==> config.mk <==
export PLATFORM = sky130hd
export DESIGN_NAME = ppc_phy_port_control_regs
export DESIGN_NICKNAME = d
export VERILOG_FILES = /design/src/design/ppc_pkg.sv /design/src/design/ppc_port_ctrl.sv /design/src/design/ppc_phy_port_control_regs.sv
export SDC_FILE = /design/constraint.sdc
export NUM_CORES = 1
export LEC_CHECK = 0
export BUFFER_PORTS_ARGS = -buffer_cell sky130_fd_sc_hd__buf_2
export CORE_MARGIN = 2
export CORE_UTILIZATION = 52
export CTS_CLUSTER_DIAMETER = 150
export DETAILED_ROUTE_END_ITERATION = 12
export PLACE_DENSITY = 0.77
export RECOVER_POWER = 100
export SYNTH_ARGS = -nofsm -noshare
export SYNTH_HDL_FRONTEND = slang
export SYNTH_HIERARCHICAL = 1
export SYNTH_SLANG_ARGS = --single-unit
==> constraint.sdc <==
create_clock -name sys_clk -period 1.8 [get_ports sys_clk]
set_input_delay 0.09 -clock sys_clk [delete_from_list [all_inputs] [get_ports sys_clk]]
set_output_delay 0.09 -clock sys_clk [all_outputs]
set_load 0.1 [all_outputs]
==> src/design/ppc_pkg.sv <==
/*
  Constants for the per-port PHY control register bank: offsets, bit
  positions, reset values and the strap capture phase encoding.
  Assumes an 8-bit register port with byte addresses.
*/
package ppc_pkg;

  // ----------------------------------------------------------------
  // Register offsets
  // ----------------------------------------------------------------
  localparam logic [7:0] ADDR_P1_CTRL_B = 8'h1D;
  localparam logic [7:0] ADDR_P2_AN_CTRL = 8'h2C;
  localparam logic [7:0] ADDR_P2_CTRL_B = 8'h2D;
  localparam logic [7:0] ADDR_P3_RSV_AN = 8'h3C;
  localparam logic [7:0] ADDR_P3_RSV_CTRL = 8'h3D;

  // ----------------------------------------------------------------
  // Auto-negotiation control fields
  // ----------------------------------------------------------------
  localparam int AN_EN_BIT = 7;
  localparam int AN_SPEED_BIT = 6;
  localparam int AN_DUPLEX_BIT = 5;
  localparam int AN_PAUSE_BIT = 4;
  localparam int AN_ADV_MSB = 3;
  localparam logic [4:0] AN_ADV_RESET = 5'h1F;

  // ----------------------------------------------------------------
  // Second control register fields
  // ----------------------------------------------------------------
  localparam int CB_LED_OFF_BIT = 7;
  localparam int CB_TX_DIS_BIT = 6;
  localparam int CB_RESTART_BIT = 5;
  localparam int CB_FEF_DIS_BIT = 4;
  localparam int CB_PWR_DOWN_BIT = 3;
  localparam int CB_MDIX_DIS_BIT = 2;
  localparam int CB_FORCE_MDI_BIT = 1;
  localparam int CB_LOOPBACK_BIT = 0;
  localparam logic [7:0] CB_RESET = 8'h00;
  localparam logic [7:0] RSV_READ = 8'h00;

  // Strap capture phase, one-hot
  typedef enum logic [1:0] {
    ST_CAPTURE = 2'h1,
    ST_RUN = 2'h2
  } ppc_phase_type;

endpackage

==> src/design/ppc_port_ctrl.sv <==
/*
  One PHY port's second control register and the controls it drives.
  Assumes writes qualified by the parent's address decode.
*/
`timescale 1ns/1ns
`default_nettype none

module ppc_port_ctrl (
  // Clock and reset
  input wire logic sys_clk,
  input wire logic nrst,
  // Register write
  input wire logic wr_en,
  input wire logic [7:0] wr_data,
  // Register readback
  output logic [7:0] rd_value,
  // PHY controls
  output logic led_off,
  output logic tx_disable,
  output logic autoneg_restart,
  output logic fef_disable,
  output logic power_down,
  output logic auto_mdix_disable,
  output logic force_mdi,
  output logic loopback
);

  typedef struct packed {
    logic [7:0] ctrl;
    logic restart;
  } ppc_port_state_type;

  ppc_port_state_type state_q, state_d;

  // ----------------------------------------------------------------
  // Next state
  // ----------------------------------------------------------------
  // Restart is a one-cycle pulse per write of one; stored bit reads back
  always_comb begin
    state_d = state_q;
    state_d.restart = 1'b0;
    if (wr_en) begin
      state_d.ctrl = wr_data;
      state_d.restart = wr_data[ppc_pkg::CB_RESTART_BIT];
    end
  end

  always_ff @(posedge sys_clk or negedge nrst) begin
    if (!nrst) begin
      state_q <= '{ctrl: ppc_pkg::CB_RESET, restart: 1'b0};
    end else begin
      state_q <= state_d;
    end
  end

  // ----------------------------------------------------------------
  // Outputs
  // ----------------------------------------------------------------
  assign rd_value = state_q.ctrl;
  assign led_off = state_q.ctrl[ppc_pkg::CB_LED_OFF_BIT];
  assign tx_disable = state_q.ctrl[ppc_pkg::CB_TX_DIS_BIT];
  assign autoneg_restart = state_q.restart;
  assign fef_disable = state_q.ctrl[ppc_pkg::CB_FEF_DIS_BIT];
  assign power_down = state_q.ctrl[ppc_pkg::CB_PWR_DOWN_BIT];
  assign auto_mdix_disable = state_q.ctrl[ppc_pkg::CB_MDIX_DIS_BIT];
  // Forced mode only matters with automatic crossover off
  assign force_mdi = state_q.ctrl[ppc_pkg::CB_FORCE_MDI_BIT];
  assign loopback = state_q.ctrl[ppc_pkg::CB_LOOPBACK_BIT];

endmodule

`default_nettype wire

==> src/design/ppc_phy_port_control_regs.sv <==
/*
  Per-port PHY control register bank: port 2 auto-negotiation control
  and the second control register of both PHY ports.
  Assumes a synchronous 8-bit register port on sys_clk, a clock that
  runs during reset, and strap pins stable for the last three clocks
  of reset.
*/
// Notes on behaviour
// - Autoneg enable set means negotiate; clear means forced speed and duplex.
// - With autoneg off, speed bit one gives 100BT, zero gives 10BT.
// - Duplex bit selects full or half when forced or negotiation fails.
// - Autoneg, speed and duplex reset values come from per-port strap pins.
// - Pause advertise bit; zero suppresses it; resets to one.
// - Bits 3..0 advertise 100F, 100H, 10F, 10H; each resets to one.
// - LED off bit drives both port LED pins high.
// - Transmitter disable bit turns off the port transmitter.
// - Writing one to restart bit restarts auto-negotiation.
// - Far-end fault disable turns off detection and pattern sending.
// - Bit 2 disables automatic MDI/MDI-X crossover.
// - With crossover off, bit 1 forces MDI, else MDI-X.
// - Loopback bit loops other port's traffic at this port's PHY.
`timescale 1ns/1ns
`default_nettype none

module ppc_phy_port_control_regs (
  // Clock and reset
  input wire logic sys_clk,
  input wire logic nrst,
  // Strap pins
  input wire logic port1_led_lo_strap,
  input wire logic port1_led_hi_strap,
  input wire logic mii_valid_strap,
  input wire logic mii_data3_strap,
  input wire logic mii_data2_strap,
  input wire logic mii_data1_strap,
  // Register port
  input wire logic reg_wr,
  input wire logic reg_rd,
  input wire logic [7:0] reg_addr,
  input wire logic [7:0] reg_wdata,
  output logic [7:0] reg_rdata,
  // Strap-derived port 1 defaults for its own register
  output logic p1_autoneg_en,
  output logic p1_force_100,
  output logic p1_force_full,
  // Port 2 negotiation controls
  output logic p2_autoneg_en,
  output logic p2_speed_100,
  output logic p2_duplex_full,
  output logic [4:0] p2_advertise,
  // LED pins, high means off
  input wire logic [1:0] p1_led_in,
  input wire logic [1:0] p2_led_in,
  output logic [1:0] p1_led,
  output logic [1:0] p2_led,
  // Port 1 PHY controls
  output logic p1_tx_disable,
  output logic p1_autoneg_restart,
  output logic p1_fef_disable,
  output logic p1_power_down,
  output logic p1_auto_mdix_disable,
  output logic p1_force_mdi,
  output logic p1_loopback,
  // Port 2 PHY controls
  output logic p2_tx_disable,
  output logic p2_autoneg_restart,
  output logic p2_fef_disable,
  output logic p2_power_down,
  output logic p2_auto_mdix_disable,
  output logic p2_force_mdi,
  output logic p2_loopback
);

  typedef struct packed {
    ppc_pkg::ppc_phase_type phase;
    logic [2:0] p1_strap;
    logic [7:0] p2_an;
    logic [7:0] rdata;
  } ppc_state_type;

  // Strap levels as they travel through the synchroniser
  typedef struct packed {
    logic [2:0] p1;
    logic an_en;
    logic speed;
    logic duplex;
  } ppc_strap_type;

  ppc_state_type state_q, state_d;
  ppc_strap_type strap_s1_q, strap_s2_q, strap_s3_q;
  logic strap_agree;
  logic [7:0] p1_cb, p2_cb;
  logic p1_led_off, p2_led_off;
  logic p1_wr, p2_wr;

  // ----------------------------------------------------------------
  // Address decode
  // ----------------------------------------------------------------
  always_comb begin
    p1_wr = 1'b0;
    p2_wr = 1'b0;
    if (reg_wr && reg_addr == ppc_pkg::ADDR_P1_CTRL_B) begin
      p1_wr = 1'b1;
    end else if (reg_wr && reg_addr == ppc_pkg::ADDR_P2_CTRL_B) begin
      p2_wr = 1'b1;
    end
  end

  // ----------------------------------------------------------------
  // Strap synchroniser
  // ----------------------------------------------------------------
  // Three stages with no reset: straps are pins from outside the clock
  // domain and must be sampled while nrst is still low, so these flops
  // keep running through reset. Only stage two reads stage one.
  always_ff @(posedge sys_clk) begin
    strap_s1_q <= '{p1: {port1_led_lo_strap, port1_led_hi_strap,
                         mii_valid_strap},
                    an_en: mii_data3_strap,
                    speed: mii_data2_strap,
                    duplex: mii_data1_strap};
    strap_s2_q <= strap_s1_q;
    strap_s3_q <= strap_s2_q;
  end

  // A strap still settling keeps the bank in the capture phase
  assign strap_agree = (strap_s2_q == strap_s3_q);

  // ----------------------------------------------------------------
  // Next state
  // ----------------------------------------------------------------
  // Synchronised straps load at the first edge after release on which
  // the last two stages agree; a write to 0x2C on that edge is lost.
  always_comb begin
    state_d = state_q;
    case (state_q.phase)
      ppc_pkg::ST_CAPTURE: begin
        if (strap_agree) begin
          state_d.p1_strap = strap_s3_q.p1;
          state_d.p2_an[ppc_pkg::AN_EN_BIT] = strap_s3_q.an_en;
          state_d.p2_an[ppc_pkg::AN_SPEED_BIT] = strap_s3_q.speed;
          state_d.p2_an[ppc_pkg::AN_DUPLEX_BIT] = strap_s3_q.duplex;
          state_d.phase = ppc_pkg::ST_RUN;
        end
      end
      ppc_pkg::ST_RUN: begin
        if (reg_wr && reg_addr == ppc_pkg::ADDR_P2_AN_CTRL) begin
          state_d.p2_an = reg_wdata;
        end
      end
      default: state_d.phase = ppc_pkg::ST_RUN;
    endcase
    // Readback; unmapped and reserved slots read as zero
    if (reg_rd) begin
      if (reg_addr == ppc_pkg::ADDR_P2_AN_CTRL) begin
        state_d.rdata = state_q.p2_an;
      end else if (reg_addr == ppc_pkg::ADDR_P1_CTRL_B) begin
        state_d.rdata = p1_cb;
      end else if (reg_addr == ppc_pkg::ADDR_P2_CTRL_B) begin
        state_d.rdata = p2_cb;
      end else begin
        state_d.rdata = ppc_pkg::RSV_READ;
      end
    end
  end

  // Advertise bits reset to all ones; strap bits are loaded after release
  always_ff @(posedge sys_clk or negedge nrst) begin
    if (!nrst) begin
      state_q <= '{phase: ppc_pkg::ST_CAPTURE, p1_strap: 3'h0,
                   p2_an: {3'h0, ppc_pkg::AN_ADV_RESET},
                   rdata: 8'h00};
    end else begin
      state_q <= state_d;
    end
  end

  // ----------------------------------------------------------------
  // Port control instances
  // ----------------------------------------------------------------
  // Port 1 second control register
  ppc_port_ctrl u_p1 (
    .sys_clk(sys_clk),
    .nrst(nrst),
    .wr_en(p1_wr),
    .wr_data(reg_wdata),
    .rd_value(p1_cb),
    .led_off(p1_led_off),
    .tx_disable(p1_tx_disable),
    .autoneg_restart(p1_autoneg_restart),
    .fef_disable(p1_fef_disable),
    .power_down(p1_power_down),
    .auto_mdix_disable(p1_auto_mdix_disable),
    .force_mdi(p1_force_mdi),
    .loopback(p1_loopback)
  );

  // Port 2 second control register
  ppc_port_ctrl u_p2 (
    .sys_clk(sys_clk),
    .nrst(nrst),
    .wr_en(p2_wr),
    .wr_data(reg_wdata),
    .rd_value(p2_cb),
    .led_off(p2_led_off),
    .tx_disable(p2_tx_disable),
    .autoneg_restart(p2_autoneg_restart),
    .fef_disable(p2_fef_disable),
    .power_down(p2_power_down),
    .auto_mdix_disable(p2_auto_mdix_disable),
    .force_mdi(p2_force_mdi),
    .loopback(p2_loopback)
  );

  // ----------------------------------------------------------------
  // Outputs
  // ----------------------------------------------------------------
  assign reg_rdata = state_q.rdata;
  assign p1_autoneg_en = state_q.p1_strap[2];
  assign p1_force_100 = state_q.p1_strap[1];
  assign p1_force_full = state_q.p1_strap[0];
  assign p2_autoneg_en = state_q.p2_an[ppc_pkg::AN_EN_BIT];
  assign p2_speed_100 = state_q.p2_an[ppc_pkg::AN_SPEED_BIT];
  assign p2_duplex_full = state_q.p2_an[ppc_pkg::AN_DUPLEX_BIT];
  assign p2_advertise = state_q.p2_an[ppc_pkg::AN_PAUSE_BIT:0];
  // LED pins forced high when switched off
  assign p1_led = p1_led_off ? 2'h3 : p1_led_in;
  assign p2_led = p2_led_off ? 2'h3 : p2_led_in;

endmodule

`default_nettype wire

* Yosys cells after proc, flatten, opt, wreduce, memory -nomap -nowiden *
Cells that the tools add are included.

cells by class
  equal/unequal tests = 8
  multiplexer cells = 14
  bitwise logic cells = 1
  reduce and logical (&&, ||, !) cells = 8

operators with widths
  kind                count
  $mux 8              5
  $eq 8x6->1 const B  2
  $eq 8x5->1 const B  1
  $eq 6x6->1          1
  $pmux 3 s2          1
  $reduce_and 2->1    3
  $mux 1              5
  $mux 2              2
  $ne 2x2->1 const B  2
  $pmux 2 s2          1
  $logic_and 1x1->1   3
  $reduce_and 3->1    1
  $eq 2x1->1 const B  1
  $eq 2x2->1 const B  1
  $reduce_bool 2->1   1
  $not 1->1           1

storage, ports and cells
  register bits = 57
  output and inout port bits = 37
  word-level logic and storage cells = 52

* Logic depth before layout (Yosys ltp) *
Gate-level depths: netlist of the first run.

  depth after elaboration = 5
  mapped depth = 7

* Cells and area by module *
Netlist of the first run, hierarchy kept.

by module, submodules not included
  module                     instances  cells each  area each (µm²)  sequential area each (µm²)
  ppc_phy_port_control_regs  1          157         1645.3           893.4
  ppc_port_ctrl              2          26          416.6            225.2

* Least setup slack after synthesis of the first run *
Ideal clock, no wire load.

  kind = in2reg
  start point = input reg_addr[0]
  end point = register u_p1.state_q, in the netlist u_p1/rd_value[0]
  setup time = 0.126 ns
  arrival = 1.547 ns
  data required time = 1.674 ns
  path slack = 0.126 ns
  stages = 6
  path through = clkbuf_1 > nand2_1 > nor4_2 > nor2b_1 > buf_6 > mux2_4

on the way
  cells in the longest elaborated chain, start to end = 3

ends and longest elaborated chain
  element               line                              text
  from (decl)           ppc_phy_port_control_regs.sv:39   input wire logic [7:0] reg_addr,
  $eq 8x5->1            ppc_phy_port_control_regs.sv:102  if (reg_wr && reg_addr == ppc_pkg::ADDR_P1_CTRL_B) begin
  $logic_and 1x1->1     ppc_phy_port_control_regs.sv:102
  $mux 1                ppc_phy_port_control_regs.sv:102
  net p1_wr             ppc_phy_port_control_regs.sv:94   logic p1_wr, p2_wr;
  to (signal assigned)  ppc_port_ctrl.sv:50               state_q <= '{ctrl: ppc_pkg::CB_RESET, restart: 1'b0};
  to (signal assigned)  ppc_port_ctrl.sv:52               state_q <= state_d;
  to (decl)             ppc_port_ctrl.sv:33               ppc_port_state_type state_q, state_d;

The timed path passes the listed nets, and every way through them passes these cells.
A chain may end at the register's enable or synchronous reset.

* Final worst setup path of the first run *
  start point = input reg_addr[4]
  end point = register u_p2.state_q, in the netlist u_p2/rd_value[5]

on the way
  cells in the longest elaborated chain, start to end = 4

ends and longest elaborated chain
  element               line                              text
  $eq 8x6->1            ppc_phy_port_control_regs.sv:104  end else if (reg_wr && reg_addr == ppc_pkg::ADDR_P2_CTRL_B) begin
  $logic_and 1x1->1     ppc_phy_port_control_regs.sv:104
  $mux 1                ppc_phy_port_control_regs.sv:104
  $mux 1 *              ppc_phy_port_control_regs.sv:102
  net p2_wr             ppc_phy_port_control_regs.sv:94
  to (signal assigned)  ppc_port_ctrl.sv:50
  to (signal assigned)  ppc_port_ctrl.sv:52
  to (decl)             ppc_port_ctrl.sv:33

Mark *: on every way through the listed nets, which the timed path passes. The rest lies on a longest branch.

==> flow_summary.json, run 1 <==
{
  "synth.area.top_cells": "dfrtp_1 33%, dfxtp_1 15%, mux2_4 9.7%",
  "cts_tree": "done",
  "cellPowerDensity_nw_per_um2": 947.3,
  "wirelength_mm": 4.956,
  "syn_area_um2": 2479,
  "max-clock-path-buffers": 2,
  "finalClockSkew_ps": 9.485,
  "layout-drive-gt1-share": 0.3728,
  "die_area_um2": 5335,
  "async_reset_ff_frac": 0.6842,
  "cp_top_family": "simple AND/OR/NAND/NOR gates",
  "crit_type": "input pin to flip-flop",
  "n_antenna_cell": 0,
  "dr.pass1.iters": 4,
  "min_path_type": "input pin to flip-flop",
  "r2r_slack_ps": 220,
  "crit_path_top_delay_cell": "nor4b_1",
  "cp_max_fo": 9,
  "final_nets": 304,
  "hold_viol_final": 0,
  "syn_area_per_cell_um2": 11.86,
  "syn_nets": 239,
  "die_y_um": 73.04,
  "period_needed_ps": 1593,
  "worstMarginPinSlew_ps": 941.7,
  "finalWeightedCongestion": 0.7958,
  "postRouteAntennaNets": 0,
  "hold_ws_ps": 34.82,
  "slew_headroom": 0.3722,
  "yosys_warnings": 6,
  "grt_pass1_wl_mm": 8.176,
  "coreArea_um2": 4661,
  "r2r_cells": 4,
  "fmax_ghz": 0.6276,
  "clk_pin_slew_ps": 60,
  "cp.depth": 7,
  "ys_ff_latch": 57,
  "syn_inst": 209,
  "dpl.hpwl_mm": 3.558,
  "cts-resized-gates": 0,
  "mostFrequentLayoutCells": "39 x clkbuf_2, 33 x dfrtp_1, 28 x buf_2",
  "cp_cell_sequence": "clkbuf_1, nor4b_1, buf_4, nand2_1, nor2_1, clkbuf_2, mux2_1",
  "antenna_found_initial": 0,
  "period_share": 0.8852,
  "numCtsBuffers": 9,
  "synthToLayoutAreaGrowth_pct": 16.05,
  "cp.buffers_inverters": 3,
  "maxCapViolCount": 0,
  "viasPerCell": 5.150,
  "max_stage_delay_ps": 510,
  "die_w_um": 73.04,
  "num_rows": 25,
  "yosysUniqueCellTypes": 34,
  "wl_per_cell_um": 14.88,
  "pre_cts_ws_ps": 159.4,
  "initialDrtViolationCount": 156,
  "grt_usage": 0.2084,
  "synth-edff-count": 0,
  "finish.utilization": 0.6172,
  "drv_slew": 0,
  "drc_errors": 0,
  "vias": 1715,
  "cp.required_ps": 2000,
  "cp-end-kind": "flip-flop",
  "root_buffer": "clkbuf_8",
  "grt_pass1_vias": 1756,
  "portBuffers": 66,
  "ys_seq_area_frac": 0.5422,
  "n_fill_cell": 430,
  "fin_setup_tns_ps": 0,
  "worstHoldPathCells": 2,
  "status": "finished clean",
  "setup_viol": 0,
  "start_util": 0.5318,
  "clock-sinks": 57,
  "layout_commonest_cell": "clkbuf_2",
  "yosysTopAreaCellShare": 0.3332,
  "yosys.area.top_type": "dfrtp_1",
  "overflow": 0,
  "grt_max_degree": 40,
  "htreeDepth": 3,
  "worstSkewPairLatency_ps": 330,
  "setup_slack_ps": 206.7,
  "synth-main-ff-cell": "dfrtp_1",
  "ir_drop_uv": 827.4,
  "post_cts_buffers": 0,
  "startpoint_type": "input pin",
  "num_io_pins": 67,
  "power_leakage_uw": 0.001414,
  "rsz0062_at_grt": "no",
  "cts.hold.buffers_added": 12,
  "crit_arrival_ps": 1790
}
==> where the power goes <==
| group | internal (uW) | leakage, uW | switching (uW) | total [uW] |
|---|---|---|---|---|
| clock | 500 | 0.0000757 | 455 | 955 |
| sequential | 1330 | 0.000666 | 33.9 | 1360 |
| combinational | 102 | 0.000672 | 304 | 406 |
| total | 1930 | 0.00141 | 792 | 2730 |
==> kinds of logic after synthesis <==
group	share of synthesized area
xor+xnor	0.02120
mux	0.1105
flops	0.5422
buf+inv	0.1181
simple gates	0.1247
compound gates	0.08329
==> metrics by stage <==
| stage | power, uW | cell area, um^2 | cells |
|---|---|---|---|
| floorplan | 1723 | 2479 | 209 |
| global placement | 1787 | 2693 | 305 |
| detailed placement | 1795 | 2693 | 305 |
| CTS | 2766 | 2964 | 333 |
| global route | 2835 | 2877 | 333 |
| finish | 2725 | 2877 | 333 |
==> Yosys cell counts, drive strengths merged, types with 2 or more instances <==
| cell type | count |
|---|---|
| o22ai | 8 |
| nor3 | 4 |
| mux2 | 19 |
| a21oi | 3 |
| nor2 | 2 |
| nand2 | 21 |
| clkbuf | 2 |
| buf | 32 |
| nor2b | 2 |
| nand2b | 10 |
| a22oi | 8 |
| xnor2 | 6 |
| dfstp | 6 |
| inv | 9 |
| and2 | 2 |
| dfrtp | 33 |
| o21bai | 3 |
| dfxtp | 18 |
| or2 | 4 |
| o21ai | 8 |
==> flip-flops by register name (all words and copies together) (netlist names), 2 cells and up <==
| name | cells |
|---|---|
| u_p2/rd_value | 8 |
| reg_rdata | 8 |
| state_q | 2 |
| strap_s1_q | 6 |
| u_p1/rd_value | 8 |
| strap_s3_q | 6 |
| strap_s2_q | 6 |
| p2_advertise | 5 |
==> per-layer routing <==
layer,vias up,GRT usage,part of all wire
met3,8,0.04834,0.044
li1,813,-,-
met4,0,0.1111,0.020
met5,-,0,0
met1,843,0.2516,0.44
met2,51,0.3443,0.50
==> path summary, 6_finish.rpt <==
path,start,end
min,reg_wdata[7],u_p1/rd_value[7]
max,reg_addr[4],u_p2/rd_value[5]
max reg2reg,state_q[19],p1_force_100
min in group asynchronous,nrst,reg_rdata[2]
min reg2reg,strap_s1_q[5],strap_s2_q[5]
max in group asynchronous,nrst,u_p2/rd_value[0]
==> final cells by class <==
type                            instances  area, um^2  share of cell area
Clock buffer                           15       146.4             0.05089
Multi-Input combinational cell        109       772.0              0.2684
Inverter                                9       33.78             0.01174
Tap cell                               54       67.56             0.02349
Clock inverter                          1       5.005            0.001740
Timing Repair Buffer                   88       508.0              0.1766
Sequential cell                        57        1344              0.4672
(Power assumes the default switching activity.)
==> inputs of run 2 (changes only) <==
--- a/config.mk
+++ b/config.mk
@@ -6,7 +6,7 @@
 export NUM_CORES = 1
 export LEC_CHECK = 0
 export BUFFER_PORTS_ARGS = -buffer_cell sky130_fd_sc_hd__buf_2
-export CORE_MARGIN = 2
+export CORE_MARGIN = 4
 export CORE_UTILIZATION = 52
 export CTS_CLUSTER_DIAMETER = 150
 export DETAILED_ROUTE_END_ITERATION = 12
==> run 2 against run 1 <==
Setup slack improved by 41 ps. Design area rose by 3.9%. Largest power group unchanged. Combinational power rose by 1%.
==> flow_summary.json, run 2 (synthesis gave the netlist of run 1 again) <==
{
  "dpl.cell_count": 305,
  "finalClockSkew_ps": 8.909,
  "root_buffer": "clkbuf_8",
  "vias": 1688,
  "antenna_found_initial": 0,
  "intPower_uw": 2255,
  "setup_viol": 0,
  "layout-drive-gt1-share": 0.4128,
  "dr.pass1.iters": 4,
  "fin_setup_tns_ps": 0,
  "synthToLayoutAreaGrowth_pct": 20.55,
  "maxCapViolCount": 0,
  "grt_pass1_vias": 1767,
  "swShare": 0.2635,
  "min_path_type": "input pin to flip-flop",
  "worstMarginPinSlew_ps": 947.3,
  "grt.busiest_layer": "met2",
  "max-clock-path-buffers": 2,
  "die_y_um": 77.04,
  "numCtsBuffers": 9,
  "ir_drop_uv": 750.6,
  "instances_no_fill": 333,
  "cellPowerDensity_nw_per_um2": 1024,
  "p_switching_uw": 806.5,
  "n_fill_cell": 357,
  "placed_area_um2": 2705,
  "crit_arrival_ps": 1760,
  "power_frac_seq": 0.446,
  "grt_pass1_wl_mm": 8.273,
  "drc_errors": 0,
  "initialDrtViolationCount": 100,
  "fmax_ghz": 0.6440,
  "period_share": 0.8626,
  "viasPerCell": 5.069,
  "cts_tree": "done",
  "power_uw": 3061,
  "num_io_pins": 67,
  "clk_pin_slew_ps": 60,
  "num_rows": 24,
  "htreeDepth": 3,
  "n_antenna_cell": 0,
  "crit_type": "input pin to flip-flop",
  "die_w_um": 77.04,
  "wirelength_mm": 4.925,
  "wl_per_cell_um": 14.79,
  "grt_util_met1": 0.2165,
  "cp_max_fo": 11,
  "die_area_um2": 5935,
  "worstSkewPairLatency_ps": 330,
  "grt_max_degree": 40,
  "slew_headroom": 0.3684,
  "portBuffers": 66,
  "clock-sinks": 57,
  "period_needed_ps": 1553,
  "coreArea_um2": 4474,
  "layout_commonest_cell": "clkbuf_2",
  "grt_usage": 0.1790,
  "final_area_um2": 2988,
  "drv_slew": 0,
  "hold_viol_final": 0,
  "met3_usage": 0.06206,
  "finalWeightedCongestion": 0.8301,
  "power_frac_comb": 0.135,
  "postRouteAntennaNets": 0,
  "status": "finished clean",
  "dpl.hpwl_mm": 3.657,
  "overflow": 0,
  "mostFrequentLayoutCells": "39 x clkbuf_2, 33 x dfrtp_1, 27 x buf_2",
  "cts-resized-gates": 0,
  "startpoint_type": "input pin",
  "final_nets": 306,
  "start_util": 0.5540,
  "rsz0062_at_grt": "no",
  "finish.utilization": 0.6678,
  "cp.required_ps": 2010,
  "power_leakage_uw": 0.001460,
  "cp-end-kind": "flip-flop",
  "use_met2": 0.2848,
  "pwr-share-clk": 0.420
}
[run 2: changes by cell type in the layout (fill, tap and decap cells not counted), sizes merged]
cell / delta
bufinv: +2
[run 2: stage by stage]
step	setup WS (ps)	hold WS, ps
final	247.3	33.12
after global routing	92.67	32.37
after CTS	260.1	40.65
after detailed placement	203.7	171.9
after global placement	261.0	164.9
after floorplan	126.4	-205.6
[run 2: what timing repair did]
action                                 in CTS  in global routing
hold buffers                               12                  0
setup buffers                               0                  0
setup endpoints to repair                   0                  0
endpoints found under the hold margin      44                  0
[run 2: routing by layer]
layer / part of all wire / up-vias
met1: 0.43 / 797
li1: - / 815
met5: 0 / -
met3: 0.083 / 7
met2: 0.47 / 69
met4: 0.014 / 0
[run 2: path summary, 6_finish.rpt]
check,start,to,slack (ps),cells past startpoint
max in group asynchronous,nrst,u_p2/rd_value[2],680,3
max reg2reg,state_q[19],p1_force_100,280,5
min reg2reg,strap_s1_q[1],strap_s2_q[1],330,0
min in group asynchronous,nrst,reg_rdata[3],520,3
max,reg_addr[0],u_p1/rd_value[6],250,6
min,reg_wdata[7],u_p2/rd_value[7],30,2
[run 2: cell type report]
type	count	area [um^2]	share of cell area
multi-input combinational	109	809.5	0.2709
timing repair buffer	90	521.8	0.1746
inverter	9	33.78	0.01131
clock buffer	13	148.9	0.04983
sequential	57	1344	0.4497
tap	52	65.06	0.02178
clock inverter	3	65.06	0.02178
[run 2: power groups by stage]
| stage | clock network [uW] | registers, uW | logic, uW |
|---|---|---|---|
| 3_5_place_dp | 0 | 1390 | 406 |
| 4_1_cts | 1300 | 1360 | 427 |
| 2_1_floorplan | 0 | 1510 | 208 |
| 3_3_place_gp | 0 | 1390 | 401 |
| 5_1_grt | 1350 | 1370 | 436 |
| 6_report | 1280 | 1360 | 412 |
[run 2: critical path, stage by stage]
cell and delay, ps:
clkbuf_1 410, nand2_1 110, nor4_1 320, nor2b_1 260, clkbuf_2 260, mux2_4 320
==> inputs of run 3 (changes only) <==
--- a/config.mk
+++ b/config.mk
@@ -7,10 +7,10 @@
 export LEC_CHECK = 0
 export BUFFER_PORTS_ARGS = -buffer_cell sky130_fd_sc_hd__buf_2
 export CORE_MARGIN = 4
-export CORE_UTILIZATION = 52
+export CORE_UTILIZATION = 56
 export CTS_CLUSTER_DIAMETER = 150
 export DETAILED_ROUTE_END_ITERATION = 12
-export PLACE_DENSITY = 0.77
+export PLACE_DENSITY = 0.82
 export RECOVER_POWER = 100
 export SYNTH_ARGS = -nofsm -noshare
 export SYNTH_HDL_FRONTEND = slang
==> constraint.sdc (replaced) <==
create_clock -name sys_clk -period 1.9 [get_ports sys_clk]
set_input_delay 0.095 -clock sys_clk [delete_from_list [all_inputs] [get_ports sys_clk]]
set_output_delay 0.095 -clock sys_clk [all_outputs]
set_load 0.1 [all_outputs]
==> run 3 against run 2 <==
Critical path depth shrank 5. Count of clock-buffer cells in the layout grew 1. Combinational power shrank 6.1%. First-iteration DRC count grew 31%. Clock power shrank 19%. Global-route usage grew 1.6 points. Sequential share of layout area grew 1.3 points. Core utilization grew 3.4 points. Setup slack gained 6.4 ps. Die area shrank 6.4%. Via count shrank 1.8%. Largest cell class unchanged.
==> flow_summary.json, run 3 (synthesis gave the netlist of run 1 again) <==
{
  "status": "finished clean",
  "clock-sinks": 57,
  "slew_headroom": 0.2155,
  "clk_pin_slew_ps": 50,
  "die_y_um": 74.53,
  "r2r_cells": 5,
  "period_needed_ps": 1646,
  "worstMarginPinSlew_ps": 1182,
  "startpoint_type": "flip-flop",
  "numCtsBuffers": 9,
  "wl_met2_mm": 2.395,
  "initialDrtViolationCount": 131,
  "mostFrequentLayoutCells": "33 x dfrtp_1, 28 x buf_2, 28 x clkbuf_2",
  "cp-end-kind": "primary output",
  "finalWeightedCongestion": 0.7766,
  "cp.required_ps": 1800,
  "portBuffers": 66,
  "n_antenna_cell": 0,
  "highest_layer": "met4",
  "cellPowerDensity_nw_per_um2": 934.4,
  "fin_setup_tns_ps": 0,
  "wl_met1_mm": 2.039,
  "drv_slew": 0,
  "htreeDepth": 3,
  "grt_max_degree": 40,
  "synthToLayoutAreaGrowth_pct": 17.26,
  "whs_endpoint": "u_p2/rd_value[6]",
  "cts_tree": "done",
  "layout-drive-gt1-share": 0.3659,
  "start_util": 0.5981,
  "placed_area_um2": 2665,
  "r2r_slack_ps": 400,
  "dr.pass1.iters": 4,
  "power_leakage_uw": 0.001398,
  "cts.hold.buffers_added": 12,
  "viasPerCell": 5.083,
  "n_fill_cell": 319,
  "crit_type": "flip-flop to primary output",
  "drc_errors": 0,
  "wirelength_mm": 4.930,
  "dr_wl_met3_um": 353,
  "max-clock-path-buffers": 2,
  "cp.depth": 1,
  "grt_pass1_wl_mm": 7.907,
  "num_rows": 23,
  "dpl.cell_count": 298,
  "final_area_um2": 2907,
  "worstHoldPathCells": 2,
  "cp_top_family": "buffers and inverters",
  "r2r-end": "p1_force_full",
  "ir_drop_uv": 600.3,
  "hold_viol_final": 0,
  "finalClockSkew_ps": 7.223,
  "hold_start": "reg_wdata[6]",
  "dpl.hpwl_mm": 3.431,
  "min_path_type": "input pin to flip-flop",
  "crit_path_top_delay_cell": "clkbuf_1",
  "vias": 1657,
  "cp.buffers_inverters": 1,
  "wl_per_cell_um": 15.12,
  "cp_cell_sequence": "clkbuf_1",
  "max_stage_delay_ps": 880,
  "grt_pass1_vias": 1722,
  "die_w_um": 74.53,
  "die_area_um2": 5555,
  "antenna_found_initial": 0,
  "postRouteAntennaNets": 0,
  "crit_arrival_ps": 1550,
  "period_share": 0.8665,
  "setup_viol": 0,
  "worstSkewPairLatency_ps": 320,
  "final_nets": 301,
  "cp_max_fo": 2,
  "rsz0062_at_grt": "no",
  "maxCapViolCount": 0,
  "post_cts_buffers": 0,
  "layout_commonest_cell": "dfrtp_1",
  "cts-resized-gates": 0,
  "overflow": 0,
  "instances_no_fill": 326,
  "coreArea_um2": 4144,
  "num_io_pins": 67,
  "grt_usage": 0.1950,
  "power_uw": 2716,
  "fmax_ghz": 0.6074,
  "reg2reg_from": "state_q[19]",
  "root_buffer": "clkbuf_8"
}
## run 3: worst max-delay path by stage
stage,startpoint,endpoint
4_1_cts,state_q[19],p1_force_full
5_1_grt,reg_addr[4],u_p2/rd_value[5]
3_3_place_gp,reg_addr[4],u_p2/rd_value[2]
2_1_floorplan,reg_addr[0],u_p1/rd_value[0]
6_report,reg_rdata[5],reg_rdata[5]
3_5_place_dp,reg_addr[4],u_p2/rd_value[2]
## run 3: cell type report
| class | instances | area (um^2) | area share |
|---|---|---|---|
| clock buffer | 14 | 182.7 | 0.06285 |
| clock inverter | 2 | 10.01 | 0.003444 |
| inverter | 9 | 33.78 | 0.01162 |
| multi-input combinational | 109 | 798.3 | 0.2746 |
| sequential | 57 | 1344 | 0.4623 |
| tap | 50 | 62.56 | 0.02152 |
| timing repair buffer | 85 | 475.5 | 0.1636 |
## run 3: metal layers
| metal | up-vias | GRT usage |
|---|---|---|
| met3 | 14 | 0.05000 |
| li1 | 803 | - |
| met2 | 59 | 0.3141 |
| met5 | - | 0 |
| met4 | 0 | 0.1206 |
| met1 | 781 | 0.2332 |
## run 3: report_power, final
part / leakage [uW] / total (uW) / internal (uW) / switching, uW
Clock: 0.000102 / 1040 / 611 / 426
Sequential: 0.000666 / 1290 / 1260 / 31.1
Combinational: 0.000629 / 387 / 97.8 / 289
Total: 0.00140 / 2720 / 1970 / 746
## run 3: stage by stage
step,setup slack (ps),hold WS [ps],util
floorplan,221.4,-200.6,-
CTS,379.7,29.69,0.7186
finish,253.7,46.43,0.7014
global placement,338.4,196.8,0.6431
global route,159.0,35.71,0.7014
detailed placement,317.5,199.0,0.6431
